<file path="config.mk">
export PLATFORM = sky130hd
export DESIGN_NAME = prs_status
export DESIGN_NICKNAME = d
export VERILOG_FILES = /design/src/verilog/prs_pkg.sv /design/src/verilog/prs_sync.sv /design/src/verilog/prs_status.sv
export VERILOG_INCLUDE_DIRS = /design/src /design/src/verilog
export SDC_FILE = /design/constraint.sdc
export NUM_CORES = 1
export LEC_CHECK = 0
export BUFFER_PORTS_ARGS = -buffer_cell sky130_fd_sc_hd__buf_2
export CAP_MARGIN = 5
export CORE_MARGIN = 2
export CORE_UTILIZATION = 31
export CTS_BUF_LIST = sky130_fd_sc_hd__clkbuf_8
export CTS_CLUSTER_DIAMETER = 150
export DETAILED_ROUTE_END_ITERATION = 8
export GPL_TIMING_DRIVEN = 0
export PLACE_DENSITY = 0.51
export SKIP_CTS_REPAIR_TIMING = 1
export SLEW_MARGIN = 20
export SYNTH_ARGS = -nofsm -noshare
export SYNTH_HDL_FRONTEND = slang
export SYNTH_SLANG_ARGS = --single-unit
</file>
<file path="constraint.sdc">
create_clock -name i_core_clk -period 1.1 [get_ports i_core_clk]
set_input_delay 0.165 -clock i_core_clk [delete_from_list [all_inputs] [get_ports i_core_clk]]
set_output_delay 0.165 -clock i_core_clk [all_outputs]
set_load 0.005 [all_outputs]
</file>
<file path="src/verilog/prs_params.svh">
`ifndef PRS_PARAMS_SVH
`define PRS_PARAMS_SVH

// register port geometry
`define PRS_ADDR_W 10
`define PRS_DATA_W 8

// status readback register
`define PRS_ADDR_STATUS 10'h01f
`define PRS_STATUS_RST 8'h00
`define PRS_RDATA_RST 8'h00

// status bit positions
`define PRS_BIT_LOCK 0
`define PRS_BIT_PRI 1
`define PRS_BIT_SEC 2
`define PRS_BIT_OSC 3
`define PRS_BIT_SEL 4
`define PRS_BIT_HOLD 5
`define PRS_BIT_CAL 6
`define PRS_BIT_RSVD 7

// assertion helper: edges needed to refill the sync pipe after reset
`define PRS_FILL_W 2
`define PRS_FILL_RST 2'h0
`define PRS_FILL_STEP 2'h1
`define PRS_FILL_FULL 2'h3

`endif

</file>
<file path="src/verilog/prs_pkg.sv">
`include "prs_params.svh"

package prs_pkg;

   // raw conditions from the pll monitoring logic
   typedef struct packed {
      logic cal_done;
      logic holdover_active;
      logic secondary_ref_in_use;
      logic oscillator_above_limit;
      logic secondary_ref_above_sel1;
      logic secondary_ref_above_sel0;
      logic primary_ref_above_sel1;
      logic primary_ref_above_sel0;
      logic lock_detect;
   } prs_mon_s;

   // one register access from the serial control port
   typedef struct packed {
      logic rd;
      logic wr;
      logic [`PRS_ADDR_W-1:0] addr;
      logic [`PRS_DATA_W-1:0] wdata;
   } prs_req_s;

endpackage : prs_pkg

</file>
<file path="src/verilog/prs_sync.sv">
`timescale 1ns/100ps

module prs_sync #(
   parameter int W = 1
) (
   // clock and reset
   input wire logic i_core_clk,
   input wire logic i_rst,
   // asynchronous levels in, synchronised levels out
   input wire logic [W-1:0] i_d,
   output logic [W-1:0] o_q
);

   logic [W-1:0] meta;

   // first stage feeds only the second stage
   for (genvar b = 0; b < W; b++) begin : g_bit
      always_ff @(posedge i_core_clk or posedge i_rst) begin
         if (i_rst) begin
            meta[b] <= 1'b0;
            o_q[b] <= 1'b0;
         end else begin
            meta[b] <= i_d[b];
            o_q[b] <= meta[b];
         end
      end
   end

endmodule : prs_sync

</file>
<file path="src/verilog/prs_status.sv">
`timescale 1ns/100ps
`include "prs_params.svh"

module prs_status (
   // clock and reset
   input wire logic i_core_clk,
   input wire logic i_rst,
   // monitoring logic, asynchronous to the core clock
   input wire prs_pkg::prs_mon_s i_mon,
   // threshold select configuration bit, core clock domain
   input wire logic i_thresh_sel,
   // register access from the serial control port
   input wire prs_pkg::prs_req_s i_req,
   output logic [`PRS_DATA_W-1:0] o_reg_rdata,
   output logic o_reg_rvalid
);
   import prs_pkg::*;

   prs_mon_s mon_s;
   logic [`PRS_DATA_W-1:0] status;
   logic [`PRS_DATA_W-1:0] next_status;
   logic [`PRS_DATA_W-1:0] next_rdata;
   logic next_rvalid;
   logic rd_hit;
   logic wr_hit;
   logic [`PRS_FILL_W-1:0] fill;
   logic [`PRS_FILL_W-1:0] next_fill;

   // monitor levels come from analog detectors, so resynchronise them
   prs_sync #(
      .W($bits(prs_mon_s))
   ) u_sync (
      .i_core_clk(i_core_clk),
      .i_rst(i_rst),
      .i_d(i_mon),
      .o_q(mon_s)
   );

   // assertion helper: edges since reset, saturating; the sync pipe only
   // mirrors the pins once refilled, so earlier edges are not judged
   always_comb begin
      next_fill = fill;
      if (fill != `PRS_FILL_FULL) begin
         next_fill = fill + `PRS_FILL_STEP;
      end
   end

   always_ff @(posedge i_core_clk or posedge i_rst) begin
      if (i_rst) begin
         fill <= `PRS_FILL_RST;
      end else begin
         fill <= next_fill;
      end
   end

   sync_path_a:
   assert property (@(posedge i_core_clk) disable iff (i_rst)
      fill == `PRS_FILL_FULL |-> mon_s == $past(i_mon, 2))
      else $error("monitor level not two edges behind its pin");

   // live status word, rebuilt every cycle
   always_comb begin
      next_status = `PRS_STATUS_RST;
      next_status[`PRS_BIT_HOLD] = mon_s.holdover_active;
      next_status[`PRS_BIT_SEL] = mon_s.secondary_ref_in_use;
      next_status[`PRS_BIT_OSC] = mon_s.oscillator_above_limit;
      // select is a plain config level, no resync needed
      next_status[`PRS_BIT_SEC] = i_thresh_sel ? mon_s.secondary_ref_above_sel1
                                               : mon_s.secondary_ref_above_sel0;
      next_status[`PRS_BIT_PRI] = i_thresh_sel ? mon_s.primary_ref_above_sel1
                                               : mon_s.primary_ref_above_sel0;
      next_status[`PRS_BIT_LOCK] = mon_s.lock_detect;
      next_status[`PRS_BIT_CAL] = mon_s.cal_done;
      next_status[`PRS_BIT_RSVD] = 1'b0;
   end

   always_ff @(posedge i_core_clk or posedge i_rst) begin
      if (i_rst) begin
         status <= `PRS_STATUS_RST;
      end else begin
         status <= next_status;
      end
   end

   // status word is one edge behind the synchronised levels
   status_hold_a:
   assert property (@(posedge i_core_clk) disable iff (i_rst)
      status[`PRS_BIT_HOLD] == $past(mon_s.holdover_active))
      else $error("status holdover bit lost");

   status_select_a:
   assert property (@(posedge i_core_clk) disable iff (i_rst)
      status[`PRS_BIT_SEL] == $past(mon_s.secondary_ref_in_use))
      else $error("status reference select bit lost");

   status_osc_a:
   assert property (@(posedge i_core_clk) disable iff (i_rst)
      status[`PRS_BIT_OSC] == $past(mon_s.oscillator_above_limit))
      else $error("status oscillator limit bit lost");

   status_sec_a:
   assert property (@(posedge i_core_clk) disable iff (i_rst)
      status[`PRS_BIT_SEC] ==
         ($past(i_thresh_sel) ? $past(mon_s.secondary_ref_above_sel1)
                              : $past(mon_s.secondary_ref_above_sel0)))
      else $error("status secondary threshold bit lost");

   status_pri_a:
   assert property (@(posedge i_core_clk) disable iff (i_rst)
      status[`PRS_BIT_PRI] ==
         ($past(i_thresh_sel) ? $past(mon_s.primary_ref_above_sel1)
                              : $past(mon_s.primary_ref_above_sel0)))
      else $error("status primary threshold bit lost");

   status_lock_a:
   assert property (@(posedge i_core_clk) disable iff (i_rst)
      status[`PRS_BIT_LOCK] == $past(mon_s.lock_detect))
      else $error("status lock bit lost");

   status_cal_a:
   assert property (@(posedge i_core_clk) disable iff (i_rst)
      status[`PRS_BIT_CAL] == $past(mon_s.cal_done))
      else $error("status calibration bit lost");

   // register port decode
   assign rd_hit = i_req.rd && (i_req.addr == `PRS_ADDR_STATUS);
   assign wr_hit = i_req.wr && (i_req.addr == `PRS_ADDR_STATUS);

   // read answer: one cycle after the request, data held until next read
   // writes have no path into status at all
   always_comb begin
      next_rdata = o_reg_rdata;
      next_rvalid = 1'b0;
      if (rd_hit) begin
         next_rdata = status;
         next_rvalid = 1'b1;
      end
   end

   always_ff @(posedge i_core_clk or posedge i_rst) begin
      if (i_rst) begin
         o_reg_rdata <= `PRS_RDATA_RST;
         o_reg_rvalid <= 1'b0;
      end else begin
         o_reg_rdata <= next_rdata;
         o_reg_rvalid <= next_rvalid;
      end
   end

   // a read at cycle t returns conditions synchronised at t-1
   hold_bit_a:
   assert property (@(posedge i_core_clk) disable iff (i_rst)
      rd_hit |=> o_reg_rdata[`PRS_BIT_HOLD] == $past(mon_s.holdover_active, 2))
      else $error("holdover bit does not follow holdover state");

   ref_select_a:
   assert property (@(posedge i_core_clk) disable iff (i_rst)
      rd_hit |=> o_reg_rdata[`PRS_BIT_SEL] == $past(mon_s.secondary_ref_in_use, 2))
      else $error("reference select bit wrong");

   osc_limit_a:
   assert property (@(posedge i_core_clk) disable iff (i_rst)
      rd_hit |=> o_reg_rdata[`PRS_BIT_OSC] == $past(mon_s.oscillator_above_limit, 2))
      else $error("oscillator limit bit wrong");

   sec_thresh_a:
   assert property (@(posedge i_core_clk) disable iff (i_rst)
      rd_hit |=> o_reg_rdata[`PRS_BIT_SEC] ==
         ($past(i_thresh_sel, 2) ? $past(mon_s.secondary_ref_above_sel1, 2)
                                 : $past(mon_s.secondary_ref_above_sel0, 2)))
      else $error("secondary threshold bit wrong");

   pri_thresh_a:
   assert property (@(posedge i_core_clk) disable iff (i_rst)
      rd_hit |=> o_reg_rdata[`PRS_BIT_PRI] ==
         ($past(i_thresh_sel, 2) ? $past(mon_s.primary_ref_above_sel1, 2)
                                 : $past(mon_s.primary_ref_above_sel0, 2)))
      else $error("primary threshold bit wrong");

   lock_detect_a:
   assert property (@(posedge i_core_clk) disable iff (i_rst)
      rd_hit |=> o_reg_rdata[`PRS_BIT_LOCK] == $past(mon_s.lock_detect, 2))
      else $error("lock bit does not follow lock detector");

   cal_pending_a:
   assert property (@(posedge i_core_clk) disable iff (i_rst)
      rd_hit && !$past(mon_s.cal_done) |=> !o_reg_rdata[`PRS_BIT_CAL])
      else $error("calibration bit set before calibration done");

   write_ignored_a:
   assert property (@(posedge i_core_clk) disable iff (i_rst)
      wr_hit && !rd_hit |=> !o_reg_rvalid && $stable(o_reg_rdata))
      else $error("write to status register had an effect");

   read_answer_a:
   assert property (@(posedge i_core_clk) disable iff (i_rst)
      !rd_hit |=> !o_reg_rvalid)
      else $error("answer without a read of the status register");

   read_served_a:
   assert property (@(posedge i_core_clk) disable iff (i_rst)
      rd_hit |=> o_reg_rvalid)
      else $error("status read got no answer");

   rdata_hold_a:
   assert property (@(posedge i_core_clk) disable iff (i_rst)
      !rd_hit |=> $stable(o_reg_rdata))
      else $error("read data moved without a status read");

   cal_done_a:
   assert property (@(posedge i_core_clk) disable iff (i_rst)
      rd_hit && $past(mon_s.cal_done) |=> o_reg_rdata[`PRS_BIT_CAL])
      else $error("calibration bit clear after calibration done");

   rsvd_zero_a:
   assert property (@(posedge i_core_clk) disable iff (i_rst)
      o_reg_rvalid |-> !o_reg_rdata[`PRS_BIT_RSVD])
      else $error("reserved bit read as one");

endmodule : prs_status

</file>
==> out/qor.txt <==
Critical-path top delay cell: dfrtp_1
worst hold margin: -0.0244 ns
GRT overflow: 0
die area: 0.00372 sq mm
yosys warns: 0
Starting DRT DRC Count: 5
Worst VDD drop: 1010 uV
Crit Path Max Fanout: 2
core area: 0.00308 sq mm
Tcrit/Tclk final: 0.859
Pleak: 0.717 nW
Mean Syn Cell Area: 20.1 sq um
initial antenna violation count: 0
Die W: 61.0 um
row count: 20
Setup crit end kind: output port
DR WL met2: 664 um
DR top layer: met4
Area Overhead vs Synth: 39.4%
Clock Root Buffer: clkbuf_8
Placed Area: 0.00121 sq mm
Antenna Nets Post-Route: 0
skew final: 0.00315 ns
fin crit period: 0.945 ns
Crit path required time: 0.94 ns
I/O pins: 41
largest net degree at the start of global routing: 34
antenna diode count: 0
outcome: finished with violations
Hold Vio Cnt, Final: 33
count of cell types in the netlist: 9
cell area after synthesis: 0.00101 sq mm
largest area contributor in the netlist: dfrtp_1
vias in the first global route: 469
wire length per cell: 9.37 um
H-tree depth: 2
Synth top area share: 0.821
RSZ-0062 raised after global routing: false
Filler cells: 292
Rel. slew slack: 0.572
Port Buf Inserts: 30
design area: 0.00140 sq mm
Post-Synthesis Cells: 50
Initial Util: 0.327
worst setup path class: flop to output port
clk sinks: 33
setup TNS: 0 ns
first-pass GRT wire length: 1.88 mm
fmax: 1060 MHz
share of cells above drive strength 1: 0.536
first-pass detailed-route iteration total: 3
Total GRT Usage: 0.0781
total CTS buffers: 5
CP Data Arrival Time: 0.78 ns
Seq cells post-synth: 33
Pwr Density: 1660 mW/mm^2
Clk Latency, worst-skew pair: 0.27 ns
DP HPWL: 935 um
syn nets: 82
vias: 542
Startpoint Class: flop
Metal-1 WL: 498 um
maxcap violations: 0
Worst Hold Class: input port to async pin
sequential area share after synthesis: 0.821
Vias/cell: 3.84
DR WL met3: 143 um
final setup vio count: 0
most frequent cells in the layout: dfrtp_1, buf_2, mux2_2, dlygate4sd3_1, clkbuf_8
final WL: 1.32 mm
failing checks: negative hold slack
commonest non-fill, non-tap cell in the layout: dfrtp_1
CTS tree: yes
clk slew on worst S/H paths: 0.06 ns
GP Congestion: 0.586
slowest stage delay, CP: 0.38 ns
clk buf depth: 2
top post-synthesis cells by area: dfrtp_1, mux2_2, nor4b_4
Slew Limit Fails: 0
WP buf/inv: 1
cells along the critical path: buf_2
final net count: 128
crit-path leading delay family: flip-flops
Residual DRC: 0
Die Span Y: 61.0 um
Worst-Margin Slew: 0.641 ns
-- sequential cells by signal, summed over array words and instances (netlist names) --
name / count
u_sync.meta: 9
status: 7
o_reg_rvalid: 1
u_sync.o_q: 9
o_reg_rdata: 7
-- area by class of cell --
type | count | area (sq um) | share of cell area
clock buffer | 7 | 96.3 | 0.0687
tap | 44 | 55.1 | 0.0393
sequential | 33 | 826 | 0.589
timing repair buffer | 39 | 240 | 0.171
inverter | 2 | 7.51 | 0.00535
buffer | 1 | 7.51 | 0.00535
clock inverter | 1 | 5.00 | 0.00357
multi-input combinational | 14 | 165 | 0.118
-- per-stage QoR --
stage	util	cells	power (mW)	worst slack [ns]
floorplan	-	50	1.34	0.0815
global placement	0.393	124	1.38	-0.133
detailed placement	0.393	124	1.39	-0.141
CTS	0.426	132	2.34	0.137
global route	0.456	141	2.44	0.121
finish	0.456	141	2.33	0.155
-- cell usage after synthesis --
cell / count
dfrtp_1: 33
mux2_2: 9
inv_1: 2
and3_1: 1
and4bb_2: 1
buf_4: 1
conb_1: 1
nand3_4: 1
nor4b_4: 1
-- metal layers --
layer / vias up / GRT usage
met1: 261 / 0.0725
met5: - / 0
met4: 0 / 0.0466
li1: 251 / -
met3: 2 / 0.0533
met2: 28 / 0.126
-- final timing paths --
path	start	end	slack, ns	cells after the start
worst max-delay path	o_reg_rdata[6]	o_reg_rdata[6]	0.15	1
min in group i_core_clk	i_thresh_sel	status[1]	0.17	2
max in group asynchronous	i_rst	status[4]	0.69	2
worst min-delay path	i_rst	u_sync.meta[5]	-0.02	2
worst min register to register	u_sync.meta[5]	u_sync.o_q[5]	0.35	0
worst max register to register	o_reg_rdata[6]	o_reg_rdata[6]	0.33	1
-- power by group --
group          internal, mW  total [mW]  leakage (nW)  switching (mW)
Clock                 0.564       0.938        0.0542           0.374
Sequential             1.27        1.28         0.403          0.0119
Combinational        0.0660       0.111         0.260          0.0448
-- kinds of logic after synthesis --
logic type,share of synthesized area
buf+inv,0.0149
mux,0.101
simple gates,0.0597
flops,0.821
other cells,0.00373
No activity file was read; power rests on OpenSTA's default activity.
